### src/tdm_pdm_pkg.sv
// Shared constants, encodings and decode functions for the TDM and PDM audio serializer.
package tdm_pdm_pkg;

	// ==========================================================================
	// Field encodings
	localparam logic [1:0] SYNC_BIT = 2'h0;
	localparam logic [1:0] SYNC_SLOT = 2'h1;
	localparam logic [1:0] SYNC_HALF = 2'h2;

	localparam logic [1:0] PAD_ZERO = 2'h0;
	localparam logic [1:0] PAD_ONE = 2'h1;
	localparam logic [1:0] PAD_SIGN = 2'h2;
	localparam logic [1:0] PAD_LSB = 2'h3;

	localparam logic [1:0] SLOT_8 = 2'h0;
	localparam logic [1:0] SLOT_16 = 2'h1;
	localparam logic [1:0] SLOT_24 = 2'h2;
	localparam logic [1:0] SLOT_32 = 2'h3;

	localparam logic [2:0] WORD_8 = 3'h0;
	localparam logic [2:0] WORD_16 = 3'h1;
	localparam logic [2:0] WORD_18 = 3'h2;
	localparam logic [2:0] WORD_20 = 3'h3;
	localparam logic [2:0] WORD_24 = 3'h4;
	localparam logic [2:0] WORD_32 = 3'h5;

	// ==========================================================================
	// Reset values and counts
	localparam logic [31:0] WORD_RESET = 32'h0;
	localparam logic [5:0] BITS_RESET = 6'h0;
	localparam logic [7:0] FPOS_RESET = 8'h0;
	localparam logic [2:0] SLOT_RESET = 3'h0;
	localparam logic [5:0] PDM_HALF_LAST = 6'hf;
	localparam int unsigned DIV_WIDTH_DEFAULT = 8;

	// ==========================================================================
	// Decode functions
	function automatic logic [5:0] slot_bits(input logic [1:0] code);
		unique case (code)
			SLOT_8: slot_bits = 6'h08;
			SLOT_16: slot_bits = 6'h10;
			SLOT_24: slot_bits = 6'h18;
			SLOT_32: slot_bits = 6'h20;
		endcase
	endfunction : slot_bits

	function automatic logic [5:0] word_bits(input logic [2:0] code);
		case (code)
			WORD_8: word_bits = 6'h08;
			WORD_16: word_bits = 6'h10;
			WORD_18: word_bits = 6'h12;
			WORD_20: word_bits = 6'h14;
			WORD_24: word_bits = 6'h18;
			default: word_bits = 6'h20;
		endcase
	endfunction : word_bits

	function automatic logic pad_bit(input logic [1:0] mode, input logic sign, input logic lsb);
		unique case (mode)
			PAD_ZERO: pad_bit = 1'b0;
			PAD_ONE: pad_bit = 1'b1;
			PAD_SIGN: pad_bit = sign;
			PAD_LSB: pad_bit = lsb;
		endcase
	endfunction : pad_bit

	// Returns {in_word, word_index} for bit position b of a slot of s bits carrying a w-bit word.
	function automatic logic [5:0] slot_map(input logic [5:0] b, input logic [5:0] s,
		input logic [5:0] w, input logic right_just, input logic lsb_first);
		logic [6:0] k;
		logic ok;
		logic [6:0] idx;
		if (!right_just) begin
			k = {1'b0, b};
			ok = b < w;
		end else begin
			k = 7'({1'b0, b} + {1'b0, w} - {1'b0, s});
			ok = ({1'b0, b} + {1'b0, w}) >= {1'b0, s};
		end
		idx = lsb_first ? k : 7'({1'b0, w} - 7'h1 - k);
		slot_map = {ok, idx[4:0]};
	endfunction : slot_map

endpackage : tdm_pdm_pkg

### src/tdm_pdm_pair_buffer.sv
// Two-entry buffer with valid and ready on both sides, all outputs registered.
`timescale 1ns/1ps
`default_nettype none
module tdm_pdm_pair_buffer #(
	parameter int unsigned WIDTH = 32
) (
	// Clock and reset
	input wire logic clock,
	input wire logic rstn,
	// Filling side
	input wire logic [WIDTH-1:0] in_data,
	input wire logic in_valid,
	output logic in_ready,
	// Draining side
	output logic [WIDTH-1:0] out_data,
	output logic out_valid,
	input wire logic out_ready
);

	logic [WIDTH-1:0] out_data_reg;
	logic out_valid_reg;
	logic [WIDTH-1:0] hold_data_reg;
	logic hold_valid_reg;
	logic hold_free_reg;

	// ==========================================================================
	// Head and skid entry
	// The skid entry catches a word that arrives while the head is stalled, so
	// ready can stay a flop output and still lose nothing.
	always_ff @(posedge clock) begin
		if (!rstn) begin
			out_data_reg <= '0;
			out_valid_reg <= 1'b0;
			hold_data_reg <= '0;
			hold_valid_reg <= 1'b0;
			hold_free_reg <= 1'b1;
		end else if (out_ready || !out_valid_reg) begin
			if (hold_valid_reg) begin
				out_data_reg <= hold_data_reg;
				out_valid_reg <= 1'b1;
				hold_valid_reg <= 1'b0;
				hold_free_reg <= 1'b1;
			end else begin
				out_valid_reg <= in_valid;
				if (in_valid) begin
					out_data_reg <= in_data;
				end
			end
		end else if (in_valid && !hold_valid_reg) begin
			hold_data_reg <= in_data;
			hold_valid_reg <= 1'b1;
			hold_free_reg <= 1'b0;
		end
	end

	// Ready has its own flop so the port carries no inverter behind the register.
	assign in_ready = hold_free_reg;
	assign out_data = out_data_reg;
	assign out_valid = out_valid_reg;

endmodule : tdm_pdm_pair_buffer
`default_nettype wire

### src/tdm_pdm_audio_serializer.sv
// TDM and PDM serial audio controller: clock divider, frame timing, serializers, PDM packing.
//
// Notes on behaviour
// - Data leaves on serial clock falling edge, is sampled on rising edge.
// - Frame sync is asserted to mark the start of slot 0.
// - First data bit starts at sync transition or one serial clock later.
// - Sync pulse lasts one bit, one slot or half the frame.
// - Slot count sets the number of slots per frame.
// - Slot width sets the number of serial clock bits per slot.
// - Word length is 8, 16, 18, 20, 24 or 32, per direction.
// - Word sits left- or right-justified within its slot.
// - Bit order is MSB first or LSB first, per direction.
// - Slot bits beyond the word are filled per the padding select.
// - Short slot drops extra transmit bits and extends received words by padding.
// - PDM reception samples one bit on every serial clock rising edge.
// - Single PDM microphone packs word-length consecutive samples per word.
// - Dual PDM packs sixteen left samples low and sixteen right samples high.
// - PDM mode uses only serial clock and data input; frame sync idle.
// - Serial clock is the input clock divided by twice (master clock divider + 1).
`timescale 1ns/1ps
`default_nettype none
module tdm_pdm_audio_serializer
	import tdm_pdm_pkg::*;
#(
	parameter int unsigned DIV_WIDTH = DIV_WIDTH_DEFAULT
) (
	// Clock and reset
	input wire logic clock,
	input wire logic rstn,
	// Clock unit control
	input wire logic enable,
	input wire logic pdm_mode,
	input wire logic dual_microphone_mode,
	input wire logic [DIV_WIDTH-1:0] master_clock_divider,
	input wire logic [2:0] slot_count,
	input wire logic [1:0] slot_width,
	input wire logic first_bit_delay,
	input wire logic [1:0] sync_pulse_width,
	// Transmit serializer control
	input wire logic [2:0] tx_word_length,
	input wire logic tx_right_justify,
	input wire logic tx_lsb_first,
	input wire logic [1:0] tx_padding,
	// Receive serializer control
	input wire logic [2:0] rx_word_length,
	input wire logic rx_right_justify,
	input wire logic rx_lsb_first,
	input wire logic [1:0] rx_padding,
	// Transmit word stream
	input wire logic [31:0] tx_data,
	input wire logic tx_valid,
	output logic tx_ready,
	// Receive word stream
	output logic [31:0] rx_data,
	output logic rx_valid,
	input wire logic rx_ready,
	// Status pulses
	output logic tx_underrun,
	output logic rx_overrun,
	// Pins
	output logic serial_clock_pin,
	output logic frame_sync_pin,
	output logic serial_data_line,
	output logic serial_data_line_oe,
	input wire logic serial_data_input
);

	// ==========================================================================
	// Input synchroniser
	logic sdi_meta_reg;
	logic sdi_sync_reg;

	always_ff @(posedge clock) begin
		if (!rstn) begin
			sdi_meta_reg <= 1'b0;
			sdi_sync_reg <= 1'b0;
		end else begin
			sdi_meta_reg <= serial_data_input;
			sdi_sync_reg <= sdi_meta_reg;
		end
	end

	// ==========================================================================
	// Serial clock divider
	// Each half period lasts divider+1 input clocks; the two-flop input path
	// needs a divider of at least 2 so a sample lands in its own bit.
	logic [DIV_WIDTH-1:0] div_cnt_reg;
	logic sck_reg;
	logic toggle_ev;
	logic rise_ev;
	logic fall_ev;
	logic tdm_run;
	logic pdm_run;

	assign tdm_run = enable && !pdm_mode;
	assign pdm_run = enable && pdm_mode;
	assign toggle_ev = enable && (div_cnt_reg == master_clock_divider);
	assign rise_ev = toggle_ev && !sck_reg;
	assign fall_ev = toggle_ev && sck_reg;

	always_ff @(posedge clock) begin
		if (!rstn || !enable) begin
			div_cnt_reg <= '0;
			sck_reg <= 1'b0;
		end else if (toggle_ev) begin
			div_cnt_reg <= '0;
			sck_reg <= !sck_reg;
		end else begin
			div_cnt_reg <= div_cnt_reg + 1'b1;
		end
	end

	// ==========================================================================
	// Frame geometry and position
	logic [5:0] slot_len;
	logic [5:0] slot_last;
	logic [8:0] frame_len;
	logic [7:0] frame_last;
	logic [5:0] bit_cnt_reg;
	logic [2:0] slot_cnt_reg;
	logic [7:0] fpos_reg;
	logic started_reg;
	logic bit_wrap;
	logic frame_wrap;
	logic [5:0] bit_next;
	logic [2:0] slot_next;
	logic [7:0] fpos_next;
	logic [7:0] sync_pos;
	logic sync_next;

	assign slot_len = slot_bits(slot_width);
	assign slot_last = slot_len - 6'h1;
	assign frame_len = 9'(({6'h0, slot_count} + 9'h1) * {3'h0, slot_len});
	assign frame_last = 8'(frame_len - 9'h1);
	assign bit_wrap = bit_cnt_reg >= slot_last;
	assign frame_wrap = bit_wrap && (slot_cnt_reg >= slot_count);

	always_comb begin
		if (!started_reg) begin
			bit_next = BITS_RESET;
			slot_next = SLOT_RESET;
			fpos_next = FPOS_RESET;
		end else begin
			bit_next = bit_wrap ? BITS_RESET : bit_cnt_reg + 6'h1;
			slot_next = frame_wrap ? SLOT_RESET : (bit_wrap ? slot_cnt_reg + 3'h1 : slot_cnt_reg);
			fpos_next = frame_wrap ? FPOS_RESET : fpos_reg + 8'h1;
		end
	end

	// With the delay on, sync runs one bit ahead of the data it frames.
	assign sync_pos = (first_bit_delay && fpos_next >= frame_last) ? FPOS_RESET :
		(first_bit_delay ? fpos_next + 8'h1 : fpos_next);

	always_comb begin
		unique case (sync_pulse_width)
			SYNC_SLOT: sync_next = sync_pos < {2'h0, slot_len};
			SYNC_HALF: sync_next = sync_pos < frame_len[8:1];
			default: sync_next = sync_pos == FPOS_RESET;
		endcase
	end

	always_ff @(posedge clock) begin
		if (!rstn || !tdm_run) begin
			bit_cnt_reg <= BITS_RESET;
			slot_cnt_reg <= SLOT_RESET;
			fpos_reg <= FPOS_RESET;
			started_reg <= 1'b0;
		end else if (fall_ev) begin
			bit_cnt_reg <= bit_next;
			slot_cnt_reg <= slot_next;
			fpos_reg <= fpos_next;
			started_reg <= 1'b1;
		end
	end

	// ==========================================================================
	// Transmit serializer
	logic [31:0] txb_data;
	logic txb_valid;
	logic txb_take;
	logic [31:0] tx_word_reg;
	logic [31:0] tx_cur;
	logic [5:0] tx_w;
	logic [5:0] tx_map;
	logic tx_bit;
	logic sd_reg;
	logic fs_reg;
	logic oe_reg;
	logic underrun_reg;

	assign txb_take = tdm_run && fall_ev && (bit_next == BITS_RESET);

	tdm_pdm_pair_buffer #(.WIDTH(32)) tx_buffer (
		.clock(clock),
		.rstn(rstn),
		.in_data(tx_data),
		.in_valid(tx_valid),
		.in_ready(tx_ready),
		.out_data(txb_data),
		.out_valid(txb_valid),
		.out_ready(txb_take)
	);

	assign tx_w = word_bits(tx_word_length);
	assign tx_cur = (bit_next == BITS_RESET) ? (txb_valid ? txb_data : WORD_RESET) : tx_word_reg;
	assign tx_map = slot_map(bit_next, slot_len, tx_w, tx_right_justify, tx_lsb_first);
	// Out-of-word positions carry padding, and a short slot simply never reaches the excess bits.
	assign tx_bit = tx_map[5] ? tx_cur[tx_map[4:0]] :
		pad_bit(tx_padding, tx_cur[5'(tx_w - 6'h1)], tx_cur[0]);

	always_ff @(posedge clock) begin
		if (!rstn || !tdm_run) begin
			tx_word_reg <= WORD_RESET;
			sd_reg <= 1'b0;
			fs_reg <= 1'b0;
		end else if (fall_ev) begin
			if (bit_next == BITS_RESET) begin
				tx_word_reg <= tx_cur;
			end
			sd_reg <= tx_bit;
			fs_reg <= sync_next;
		end
	end

	always_ff @(posedge clock) begin
		if (!rstn) begin
			oe_reg <= 1'b0;
			underrun_reg <= 1'b0;
		end else begin
			oe_reg <= tdm_run;
			underrun_reg <= txb_take && !txb_valid;
		end
	end

	// ==========================================================================
	// Receive serializer
	logic [5:0] rx_w;
	logic [5:0] rx_map;
	logic [31:0] rx_acc_reg;
	logic [31:0] rx_got_reg;
	logic [31:0] rx_acc_n;
	logic [31:0] rx_got_n;
	logic [31:0] rx_final;
	logic rx_sample;
	logic rx_tdm_done;
	logic rx_pad;

	assign rx_w = word_bits(rx_word_length);
	assign rx_map = slot_map(bit_cnt_reg, slot_len, rx_w, rx_right_justify, rx_lsb_first);
	assign rx_sample = tdm_run && rise_ev && started_reg;
	assign rx_tdm_done = rx_sample && bit_wrap;

	always_comb begin
		rx_acc_n = rx_acc_reg;
		rx_got_n = rx_got_reg;
		if (rx_map[5]) begin
			rx_acc_n[rx_map[4:0]] = sdi_sync_reg;
			rx_got_n[rx_map[4:0]] = 1'b1;
		end
	end

	assign rx_pad = pad_bit(rx_padding, rx_acc_n[5'(rx_w - 6'h1)], rx_acc_n[0]);

	genvar gi;
	generate
		for (gi = 0; gi < 32; gi++) begin : g_extend
			assign rx_final[gi] = rx_got_n[gi] ? rx_acc_n[gi] : rx_pad;
		end
	endgenerate

	always_ff @(posedge clock) begin
		if (!rstn || !tdm_run || rx_tdm_done) begin
			rx_acc_reg <= WORD_RESET;
			rx_got_reg <= WORD_RESET;
		end else if (rx_sample) begin
			rx_acc_reg <= rx_acc_n;
			rx_got_reg <= rx_got_n;
		end
	end

	// ==========================================================================
	// PDM reception
	// Samples enter at bit 0 and shift up, so the oldest sample ends highest.
	logic [31:0] pdm_lo_reg;
	logic [15:0] pdm_hi_reg;
	logic [5:0] pdm_cnt_reg;
	logic [31:0] pdm_lo_n;
	logic [31:0] pdm_mask;
	logic pdm_single_done;
	logic pdm_dual_done;

	assign pdm_lo_n = {pdm_lo_reg[30:0], sdi_sync_reg};
	assign pdm_mask = (rx_w >= 6'h20) ? 32'hffffffff : ((32'h1 << rx_w) - 32'h1);
	assign pdm_single_done = pdm_run && !dual_microphone_mode && rise_ev &&
		(pdm_cnt_reg >= rx_w - 6'h1);
	assign pdm_dual_done = pdm_run && dual_microphone_mode && fall_ev &&
		(pdm_cnt_reg >= PDM_HALF_LAST);

	always_ff @(posedge clock) begin
		if (!rstn || !pdm_run) begin
			pdm_lo_reg <= WORD_RESET;
			pdm_hi_reg <= 16'h0;
			pdm_cnt_reg <= BITS_RESET;
		end else begin
			if (rise_ev) begin
				pdm_lo_reg <= pdm_lo_n;
			end
			if (fall_ev && dual_microphone_mode) begin
				pdm_hi_reg <= {pdm_hi_reg[14:0], sdi_sync_reg};
			end
			if (pdm_single_done || pdm_dual_done) begin
				pdm_cnt_reg <= BITS_RESET;
			end else if ((rise_ev && !dual_microphone_mode) || (fall_ev && dual_microphone_mode)) begin
				pdm_cnt_reg <= pdm_cnt_reg + 6'h1;
			end
		end
	end

	// ==========================================================================
	// Receive buffer
	logic rxb_push;
	logic rxb_ready;
	logic [31:0] rxb_word;
	logic overrun_reg;

	assign rxb_push = rx_tdm_done || pdm_single_done || pdm_dual_done;
	assign rxb_word = pdm_dual_done ? {pdm_hi_reg[14:0], sdi_sync_reg, pdm_lo_reg[15:0]} :
		(pdm_single_done ? (pdm_lo_n & pdm_mask) : rx_final);

	tdm_pdm_pair_buffer #(.WIDTH(32)) rx_buffer (
		.clock(clock),
		.rstn(rstn),
		.in_data(rxb_word),
		.in_valid(rxb_push),
		.in_ready(rxb_ready),
		.out_data(rx_data),
		.out_valid(rx_valid),
		.out_ready(rx_ready)
	);

	always_ff @(posedge clock) begin
		if (!rstn) begin
			overrun_reg <= 1'b0;
		end else begin
			overrun_reg <= rxb_push && !rxb_ready;
		end
	end

	assign serial_clock_pin = sck_reg;
	assign frame_sync_pin = fs_reg;
	assign serial_data_line = sd_reg;
	assign serial_data_line_oe = oe_reg;
	assign tx_underrun = underrun_reg;
	assign rx_overrun = overrun_reg;

	// ==========================================================================
	// Assertions
	a_launch_on_fall: assert property (@(posedge clock) disable iff (!rstn)
		(tdm_run && $past(tdm_run) && $changed(serial_data_line)) |-> $fell(serial_clock_pin))
		else $error("serial data changed away from a falling serial clock");

	a_sample_on_rise: assert property (@(posedge clock) disable iff (!rstn)
		(pdm_run && rise_ev) |=> (serial_clock_pin && pdm_lo_reg[0] == $past(sdi_sync_reg)))
		else $error("pdm sample not taken at the rising serial clock");

	a_sync_slot_zero: assert property (@(posedge clock) disable iff (!rstn)
		(tdm_run && !first_bit_delay && $rose(frame_sync_pin)) |-> (fpos_reg == FPOS_RESET))
		else $error("frame sync rose away from slot zero");

	a_sync_delayed: assert property (@(posedge clock) disable iff (!rstn)
		(tdm_run && first_bit_delay && $past(started_reg) && $rose(frame_sync_pin))
		|-> (fpos_reg == frame_last))
		else $error("delayed frame sync not one bit ahead of frame");

	a_sync_slot_width: assert property (@(posedge clock) disable iff (!rstn)
		(tdm_run && !first_bit_delay && sync_pulse_width == SYNC_SLOT && frame_sync_pin)
		|-> (fpos_reg < {2'h0, slot_len}))
		else $error("slot-wide frame sync outside slot zero");

	a_slot_wrap: assert property (@(posedge clock) disable iff (!rstn)
		(tdm_run && fall_ev && started_reg && bit_wrap && slot_cnt_reg >= slot_count)
		|=> (slot_cnt_reg == SLOT_RESET && bit_cnt_reg == BITS_RESET))
		else $error("frame did not close after the last slot");

	a_bit_wrap: assert property (@(posedge clock) disable iff (!rstn)
		(tdm_run && fall_ev && started_reg && bit_cnt_reg == slot_last) |=> (bit_cnt_reg == BITS_RESET))
		else $error("slot did not end after slot width bits");

	a_no_idle: assert property (@(posedge clock) disable iff (!rstn)
		(tdm_run && fall_ev && started_reg && fpos_reg == frame_last) |=> (fpos_reg == FPOS_RESET))
		else $error("idle bit inserted between frames");

	a_pdm_pins: assert property (@(posedge clock) disable iff (!rstn)
		pdm_run [*2] |-> (!frame_sync_pin && !serial_data_line_oe))
		else $error("frame sync or data out active in pdm mode");

	a_divider_rate: assert property (@(posedge clock) disable iff (!rstn)
		(enable && $past(enable) && $changed(serial_clock_pin)) |-> ($past(div_cnt_reg) == master_clock_divider))
		else $error("serial clock edge off the divider count");

	a_dual_push: assert property (@(posedge clock) disable iff (!rstn)
		(pdm_run && dual_microphone_mode && rxb_push) |-> (fall_ev && pdm_cnt_reg == PDM_HALF_LAST))
		else $error("dual microphone word not after sixteen sample pairs");

endmodule : tdm_pdm_audio_serializer
`default_nettype wire

### config.mk
export PLATFORM = sky130hd
export DESIGN_NAME = tdm_pdm_audio_serializer
export DESIGN_NICKNAME = d
export VERILOG_FILES = /design/src/tdm_pdm_pkg.sv /design/src/tdm_pdm_pair_buffer.sv /design/src/tdm_pdm_audio_serializer.sv
export SDC_FILE = /design/constraint.sdc
export NUM_CORES = 1
export LEC_CHECK = 0
export ABC_CLOCK_PERIOD_IN_PS = 13000
export BUFFER_PORTS_ARGS = -buffer_cell sky130_fd_sc_hd__buf_2
export CAP_MARGIN = 20
export CORE_MARGIN = 2
export CORE_UTILIZATION = 30
export DETAILED_ROUTE_END_ITERATION = 16
export HOLD_SLACK_MARGIN = 0.08
export SETUP_SLACK_MARGIN = 0.3
export SLEW_MARGIN = 5
export SYNTH_ARGS = -nofsm -noshare
export SYNTH_HDL_FRONTEND = slang
export SYNTH_HIERARCHICAL = 1
export SYNTH_SLANG_ARGS = --single-unit
### constraint.sdc
create_clock -name clock -period 13 [get_ports clock]
set_input_delay 0.65 -clock clock [delete_from_list [all_inputs] [get_ports clock]]
set_output_delay 0.65 -clock clock [all_outputs]
set_load 0.02 [all_outputs]
==> qor.yml, run 1 <==
relSlewSlack: 0.262
ant_nets: 0
fin_cells: 3112
via_per_inst: 5.29
mostFrequentLayoutCell: "nand2_1"
cpMaxStageDelayCell: "xnor2_1"
io_pins: 110
clk_latency_ns: 0.57
synthToLayoutAreaGrowth_pct: 13.5
maxCapViolations: 0
skew_ns: 0.0317
crit_type: "input port to flip-flop"
clk_pin_slew_ns: 0.06
tns_ns: 0
start_util: 0.302
gp_congestion: 0.949
end_kind: "flip-flop"
tightestPinTransition_ns: 1.11
comb_power_share: 0.107
num_rows: 90
use_met3: 0.0268
die_width_um: 250
critPathBufInv: 1
synth_edf_count: 0
p_int_w: 0.00176
vias: 16500
cp_max_fo: 29
path_common_cell: "ha_1"
p_per_area_mw_per_mm2: 116
clock_path_buffers: 3
coreArea_sq_mm: 0.0600
cts_made_buffers: 38
synth-main-ff-cell: "dfxtp_1"
cts_tree: "built"
cpPeakStageDelay_ns: 0.70
syn_inst: 2290
hold_violations: 0
drc_errors: 0
async_reset_ff_frac: 0
critical_path_arrival_ns: 7.31
crit_family: "compound AO/OA/AOI/OAI gates"
final_cell_mix: "nand2_1, dfxtp_1, nor2_1"
cts_hold_buf: 0
wire_per_inst_um: 17.8
ys_ff_latch: 316
dieArea_sq_mm: 0.0623
n_fill_cell: 6207
status: "complete, no violations"
die_h_um: 250
use_met2: 0.280
p_leak_nw: 8.02
drv_slew: 0
cp_cell_sequence: "buf_2 > nor2_1 > and2_1 > ha_1 > fa_1 > xor2_1 > ha_1 > nand2_1 > o21ai_0 > ha_1 > a21oi_1 > a211o_1 > a21oi_4 > xnor2_1 > nand3_1 > mux2i_1 > or4_1 > a31oi_1 > a31oi_4 > mux2_2 > o31a_1 > mux2i_1 > nand3_1 > o211a_1"
setup_viol: 0
grt_util_met1: 0.229
drive_above_1_share: 0.100
hpwl_um: 39100
ys_seq_area_frac: 0.349
max_freq_mhz: 146
ys_warn_count: 6
period_needed_ns: 6.86
drt-initial-drc-count: 1265
synth_area_per_cell_sq_um: 7.90
start_kind: "input port"
grt_pass1_wl_um: 87000
clock_sinks: 316
post_cts_buffers: 0
finalCritPeriodShare: 0.527
cts.htree.levels: 2
ys_types: 76
grt.total_usage: 0.172
antenna_found_initial: 8
vdd_drop_max_uv: 86.0
fin_nets: 2458
worstPathRequired_ns: 13.45
grt_pass1_vias: 15600
syn-cell-area_sq_mm: 0.0181
gr-total-overflow: 0
cts-root-buf: "clkbuf_16"
busiest_layer: "met2"
io_buffers: 109
cts_resized: 0
swShare: 0.263
totalWireLength_um: 55400
p_seq_frac: 0.419
rsz0062_at_grt: "no"
clockPowerShare: 0.474
drt_pre_antenna_iters: 5
grt_start_max_net_pins: 73
hold_path.class: "input port to flip-flop"
dp.cells: 3036
p_sw_w: 0.000625
==> area by class of cell <==
cell class / count / area, sq um / share of cell area
antenna: 6 / 15.0 / 0.000731
clock buffer: 51 / 1060 / 0.0516
clock inverter: 17 / 260 / 0.0127
inverter: 56 / 213 / 0.0104
multi-input combinational: 1749 / 10900 / 0.531
sequential: 316 / 6330 / 0.308
tap: 782 / 978 / 0.0476
timing repair buffer: 135 / 778 / 0.0379
==> final timing paths <==
check | cells past startpoint | slack [ns] | start | to
hold / removal | 3 | 0.32 | tx_data[1] | tx_buffer/hold_data_reg[1]$_SDFFE_PN0P_
hold reg to reg | 1 | 0.44 | sdi_meta_reg$_SDFF_PN0_ | sdi_sync_reg$_SDFF_PN0_
setup / recovery | 24 | 6.14 | rx_word_length[2] | rx_buffer/out_data[20]$_SDFFE_PN0P_
setup reg to reg | 19 | 6.53 | bit_cnt_reg[3]$_SDFFE_PP0P_ | rx_buffer/out_data[20]$_SDFFE_PN0P_
==> worst register-to-register path: stages (launching register included) <==
cell and delay [ns]:
dfxtp_1 0.58, ha_1 0.29, inv_1 0.07, a221oi_1 0.42, xor2_1 0.23, inv_1 0.08
fa_1 0.40, o221ai_1 0.17, o21ai_0 0.24, a21oi_1 0.86, nand2_1 0.43, mux2i_1 0.21
or4_1 0.56, a31oi_1 0.31, a31oi_4 0.44, mux2_2 0.44, o31a_1 0.30, mux2i_1 0.14
nand3_1 0.09, o211a_1 0.14
==> cells in the mapped netlist, types with 12 or more instances <==
master	n	area, sq um
nand2_1	404	1520
dfxtp_1	316	6330
nor2_1	216	811
a21oi_1	176	881
nand3_1	147	736
mux2i_1	133	1330
clkbuf_1	125	469
o21ai_0	92	460
ha_1	84	1050
a21boi_1	66	495
o211a_1	65	651
inv_1	55	206
xnor2_1	32	280
xor2_1	30	263
a31oi_1	29	181
buf_2	24	120
nor3_1	22	110
nand2b_1	21	131
and3_1	16	100
and2_1	14	87.6
o31ai_1	14	105
a21o_1	13	97.6
o211ai_1	12	90.1
==> power by group through the flow <==
stage	combinational (W)	clock (W)	sequential, W
after floorplan	0.000183	0	0.00101
after global placement	0.000246	0	0.00102
after detailed placement	0.000251	0	0.00102
after CTS	0.000253	0.00116	0.000997
after global routing	0.000281	0.00119	0.000999
final	0.000255	0.00113	0.000997
==> cells by family after synthesis <==
logic type	Yosys count	synth area share
AOI/OAI and AO/OA	542	0.197
xor gates and xnor gates	62	0.0300
adders and majority gates	92	0.0669
buffers and inverters	226	0.0532
DFF	316	0.349
muxes	146	0.0834
other	1	0.000207
and+or+nand+nor	905	0.220
==> stage by stage <==
stage	utilization	area, sq um	power, W	setup slack [ns]	hold slack [ns]
2_1_floorplan	-	18100	0.00120	6.84	0.412
3_3_place_gp	0.319	19200	0.00126	5.78	0.420
3_5_place_dp	0.319	19200	0.00127	5.71	0.423
4_1_cts	0.341	20500	0.00241	6.28	0.292
5_1_grt	0.342	20500	0.00247	5.68	0.316
6_report	0.342	20500	0.00238	6.14	0.320
==> per-layer routing <==
layer	share of wire	up-vias
li1	-	7999
met1	0.45	7905
met2	0.46	454
met3	0.055	98
met4	0.033	2
met5	0.00023	-
(Power assumes the default switching activity.)
==> inputs of run 2 (changes only) <==
Settings changed: ABC_AREA from default to 1, ABC_CLOCK_PERIOD_IN_PS 13000 to 7100.
Clock period 13 ns to 7.1 ns, I/O delays scaled along.
==> run 2 against run 1 <==
Against the previous run:
- design area grew 5.0%
- critical endpoint is now rx_buffer/hold_data_reg[6]$_SDFFE_PN0P_
- combinational power increased by 120%
- largest cell class unchanged
- wire length is 3.4% lower
- sequential share of layout area shrank 1.5 points
- global-route usage decreased by 1.2 points
- clock power is 93% higher
- worst setup slack lost 4.4 ns
==> qor.yml, run 2 <==
drt-initial-drc-count: 1547
grt_pass1_vias: 16200
cts-root-buf: "clkbuf_16"
cts_tree: "built"
max_freq_mhz: 187
async_reset_ff_frac: 0
wl_met3_um: 3370
cpMaxStageDelayCell: "nand2_2"
synth_area_per_cell_sq_um: 6.54
ys_seq_area_frac: 0.333
start_util: 0.302
clk_latency_ns: 0.57
mostFrequentLayoutCell: "nand2_1"
synthToLayoutAreaGrowth_pct: 13.6
relSlewSlack: 0.344
syn_inst: 2904
skew_ns: 0.0262
critPathLaunch: "rx_word_length[2]"
num_rows: 92
die_width_um: 256
drc_errors: 0
yosysTopAreaCellShare: 0.333
rsz0062_at_grt: "no"
coreArea_sq_mm: 0.0629
yosysTopAreaCell: "dfxtp_1"
critical_path_arrival_ns: 5.79
vdd_drop_max_uv: 151
finalCritPeriodShare: 0.752
cpPeakStageDelay_ns: 0.52
io_pins: 110
gr-total-overflow: 0
diodes: 0
via_per_inst: 4.69
crit_type: "input port to flip-flop"
clock_path_buffers: 3
m1WireLength_um: 27100
drive_above_1_share: 0.0967
grt_pass1_wl_um: 86500
grt_start_max_net_pins: 71
grt.total_usage: 0.160
path_common_cell: "nand3_1"
synth_commonest_cells: "nand2_1, nor2_1, inv_1"
dieArea_sq_mm: 0.0653
tns_ns: 0
wl_met2_um: 21900
p_per_area_mw_per_mm2: 212
totalWireLength_um: 53500
clk_pin_slew_ns: 0.06
wire_per_inst_um: 14.0
p_leak_nw: 9.76
min-delay-start: "tx_data[13]"
synth.most_common_cell: "nand2_1"
antenna_found_initial: 6
hpwl_um: 37400
drv_slew: 0
cts.htree.levels: 2
status: "complete, no violations"
hold_violations: 0
cp_max_fo: 24
die_h_um: 256
ant_nets: 0
start_kind: "input port"
routed.top_layer: "met5"
ys_warn_count: 6
reg2reg_from: "bit_cnt_reg[1]$_SDFFE_PP0P_"
vias: 18000
tightestPinTransition_ns: 0.984
drt_pre_antenna_iters: 5
maxCapViolations: 0
end_kind: "flip-flop"
ys_types: 54
synth-main-ff-cell: "dfxtp_1"
period_needed_ns: 5.34
dpl_cell_area_sq_mm: 0.0201
syn-cell-area_sq_mm: 0.0190
clock_sinks: 316
cts_made_buffers: 40
stdcell_area_sq_mm: 0.0216
final_cell_mix: "nand2_1, nor2_1, inv_1"
setup_viol: 0
worstPathRequired_ns: 7.55
synth.area.top_cells: "dfxtp_1, nand2_1, nor2_1, inv_1, ha_1"
gp_congestion: 0.903
synth_edf_count: 0
hold_path.class: "input port to flip-flop"
fin_nets: 3113
io_buffers: 109
fin_hold_ws_ns: 0.116
ys_ff_latch: 316
run 2: cells by family (layout without fill, tap and decap cells):
kind of cell / Yosys count / after routing / synth area share
fa+ha+maj: 92 / 92 / 0.0638
mux: 1 / 1 / 0.000527
compound gates: 522 / 522 / 0.154
other cells: 1 / 2 / 0.000197
xor+xnor: 39 / 39 / 0.0184
buf+inv: 535 / 609 / 0.118
flops: 316 / 316 / 0.333
simple gates: 1398 / 1398 / 0.312
run 2: critical path, delay by kind of cell:
kind	cells	cell delay (ns)
AND/OR/NAND/NOR	21	2.99
adder cells (fa/ha/maj)	4	1.28
buffers and inverters	6	0.65
AO/OA/AOI/OAI	2	0.36
XOR/XNOR	1	0.16
run 2: final timing paths:
| path | to | slack [ns] | cells past startpoint |
|---|---|---|---|
| setup reg to reg | rx_buffer/hold_data_reg[6]$_SDFFE_PN0P_ | 1.87 | 30 |
| hold reg to reg | sdi_sync_reg$_SDFF_PN0_ | 0.42 | 2 |
| setup / recovery | rx_buffer/hold_data_reg[6]$_SDFFE_PN0P_ | 1.76 | 34 |
| hold / removal | tx_buffer/hold_data_reg[13]$_SDFFE_PN0P_ | 0.12 | 5 |
run 2: layout make-up:
| type | instances | area [sq um] |
|---|---|---|
| Tap cell | 846 | 1060 |
| Inverter | 408 | 1530 |
| Timing Repair Buffer | 131 | 793 |
| Sequential cell | 316 | 6330 |
| Fill cell | 6903 | 41300 |
| Clock inverter | 10 | 215 |
| Multi-Input combinational cell | 2054 | 10500 |
| Clock buffer | 60 | 1200 |
run 2: layer usage:
layer	track usage	vias to the layer above
li1	-	9360
met1	0.238	8023
met2	0.236	484
met3	0.0275	80
met4	0.0419	6
met5	0	-
run 2: report_power, final:
group / total [W] / internal (W) / switching, W
clock network: 0.00218 / 0.00135 / 0.000827
logic: 0.000572 / 0.000184 / 0.000388
registers: 0.00183 / 0.00181 / 0.0000185
total: 0.00458 / 0.00334 / 0.00123
run 2: repair_timing:
| action | in CTS | in global routing |
|---|---|---|
| hold endpoints to repair | 3 | 0 |
| setup buffers | 0 | 0 |
| hold buffers | 3 | 0 |
| gates resized for setup | 0 | 0 |
run 2: metrics by stage:
stage	setup slack (ns)	util	std cells	total power (W)
after global placement	1.48	0.319	3748	0.00243
after detailed placement	1.34	0.319	3749	0.00243
after floorplan	2.32	-	2905	0.00228
after CTS	1.87	0.342	3822	0.00463
after global routing	1.35	0.343	3825	0.00479
final	1.76	0.343	3825	0.00458
==> inputs of run 3 (changes only) <==
Settings changed: ABC_AREA 1 to 0, ABC_CLOCK_PERIOD_IN_PS 7100 to 4700.
Clock period 7.1 ns to 4.7 ns, I/O delays scaled along.
==> run 3 against run 2 <==
Against the previous run:
- the flow now finishes with violations (setup timing)
- clock skew up 0.0038 ns
- sequential cell count is the same
- combinational power grew 69%
- utilization rose by 4.0 points
- hold slack improved by 0.048 ns
- power grew 52%
- count of clock-buffer cells in the layout down 9
- register-to-register slack lost 2.4 ns
- sequential power rose by 50%
- design area is 6.6% higher
- critical path type is now flip-flop to flip-flop
- largest cell class unchanged
==> qor.yml, run 3 (synthesis results as in run 1) <==
failed_checks: "setup timing"
coreArea_sq_mm: 0.0600
start_kind: "flip-flop"
drc_errors: 0
rsz0062_at_grt: "yes"
die_width_um: 250
clock_path_buffers: 3
cts_made_buffers: 37
clk_pin_slew_ns: 0.06
wire_per_inst_um: 17.6
hold_violations: 0
dieArea_sq_mm: 0.0623
p_per_area_mw_per_mm2: 303
drt-initial-drc-count: 1362
crit_type: "flip-flop to flip-flop"
hpwl_um: 41800
ant_nets: 0
critical_path_arrival_ns: 5.64
end_kind: "flip-flop"
num_rows: 90
totalWireLength_um: 58700
clock_sinks: 316
synthToLayoutAreaGrowth_pct: 27.1
cp_max_fo: 8
gp_congestion: 0.954
grt_pass1_wl_um: 92500
use_met3: 0.0249
relSlewSlack: 0.278
fin_nets: 2688
stdcell_area_sq_mm: 0.0230
die_h_um: 250
gr-total-overflow: 0
cts.htree.levels: 2
hold_path.class: "input port to flip-flop"
clk_latency_ns: 0.56
vias: 17500
period_needed_ns: 5.20
worstPathRequired_ns: 5.14
drive_above_1_share: 0.202
p_leak_nw: 9.24
grt_util_met1: 0.246
skew_ns: 0.0300
drt_pre_antenna_iters: 6
io_buffers: 109
mostFrequentLayoutCell: "nand2_1"
busiest_layer: "met2"
status: "finished, violations left"
dpl_cell_area_sq_mm: 0.0205
start_util: 0.302
use_met2: 0.295
cts_tree: "built"
fin_ws_ns: -0.498
cts-root-buf: "clkbuf_16"
grt.total_usage: 0.182
io_pins: 110
maxCapViolations: 0
n_fill_cell: 6010
via_per_inst: 5.25
setup_viol: 64
max_freq_mhz: 192
post-place-ws_ns: -0.929
grt_pass1_vias: 16700
grt_start_max_net_pins: 73
final_cell_mix: "nand2_1, dfxtp_1, buf_4"
vdd_drop_max_uv: 245
finalCritPeriodShare: 1.11
drv_slew: 0
tightestPinTransition_ns: 1.08
antenna_found_initial: 4
[run 3: changes by cell type in the layout (fill, tap and decap cells not counted), sizes merged, moves of 66 or more]
| cell | previous run | this run |
|---|---|---|
| nand2 | 587 | 405 |
| inv | 404 | 59 |
| o211a | 0 | 66 |
| o21ai | 219 | 102 |
| nor2 | 544 | 216 |
| a21boi | 1 | 67 |
| buf | 128 | 330 |
| mux2i | 1 | 134 |
[run 3: path summary, 6_finish.rpt]
| kind | from | endpoint | slack [ns] | cells past startpoint |
|---|---|---|---|---|
| setup / recovery | bit_cnt_reg[1]$_SDFFE_PP0P_ | rx_buffer/out_data[2]$_SDFFE_PN0P_ | -0.50 | 23 |
| hold / removal | tx_padding[1] | serial_data_line$_SDFFE_PP0P_ | 0.16 | 5 |
| setup reg to reg | bit_cnt_reg[1]$_SDFFE_PP0P_ | rx_buffer/out_data[2]$_SDFFE_PN0P_ | -0.50 | 23 |
| hold reg to reg | sdi_meta_reg$_SDFF_PN0_ | sdi_sync_reg$_SDFF_PN0_ | 0.44 | 1 |
[run 3: layout make-up]
cell class	count	area, sq um	area share
antenna	3	7.51	0.000326
sequential	316	6340	0.276
multi-input combinational	1749	11400	0.496
clock inverter	16	275	0.0120
tap	782	978	0.0425
timing repair buffer	366	2670	0.116
inverter	56	223	0.00968
clock buffer	51	1100	0.0477
[run 3: what timing repair did]
action / CTS / global route
buffers inserted: 8 / 17
hold buffers: 35 / 0
pin swaps: 23 / 38
endpoints found under the setup margin: 66 / 66
resized for setup: 29 / 96
cloned: 0 / 1
hold endpoints to repair: 54 / 0
[run 3: per-layer routing]
metal | part of all wire | routed length (um)
met1 | 0.45 | 26300
met2 | 0.46 | 26900
met3 | 0.058 | 3390
met4 | 0.035 | 2050
met5 | 0.00026 | 15
[run 3: critical path, stage by stage (launching register included)]
cell and delay [ns]:
dfxtp_4 0.37, buf_4 0.12, inv_1 0.04, ha_1 0.29, nand2_1 0.07, o21ai_1 0.16, ha_2 0.26, fa_1 0.42
nor2_2 0.13, a21oi_1 0.08, or4_4 0.55, mux2_4 0.33, nor2b_4 0.13, mux2_4 0.31, a2111o_1 0.42, a32oi_2 0.24
a31oi_4 0.20, buf_4 0.18, buf_6 0.11, mux2i_1 0.15, o21ai_2 0.11, mux2i_1 0.16, nand3_1 0.09, o211a_1 0.15
[run 3: per-stage QoR]
step	setup TNS, ns	power, W	std cells	hold slack, ns	util
after detailed placement	-45.47	0.00364	3206	0.432	0.342
after CTS	-18.07	0.00692	3316	0.131	0.373
after global routing	-34.49	0.00721	3338	0.188	0.383
after global placement	-42.98	0.00362	3205	0.416	0.341
after floorplan	-20.30	0.00331	2291	0.357	-
final	-18.97	0.00696	3339	0.164	0.383
[run 3: report_power, final]
group          total [W]  switching [W]  internal, W  leakage, nW
sequential       0.00275      0.0000356      0.00272         2.56
clock            0.00324        0.00122      0.00203        0.679
combinational   0.000966       0.000525     0.000441         6.00
total            0.00696        0.00178      0.00518         9.24
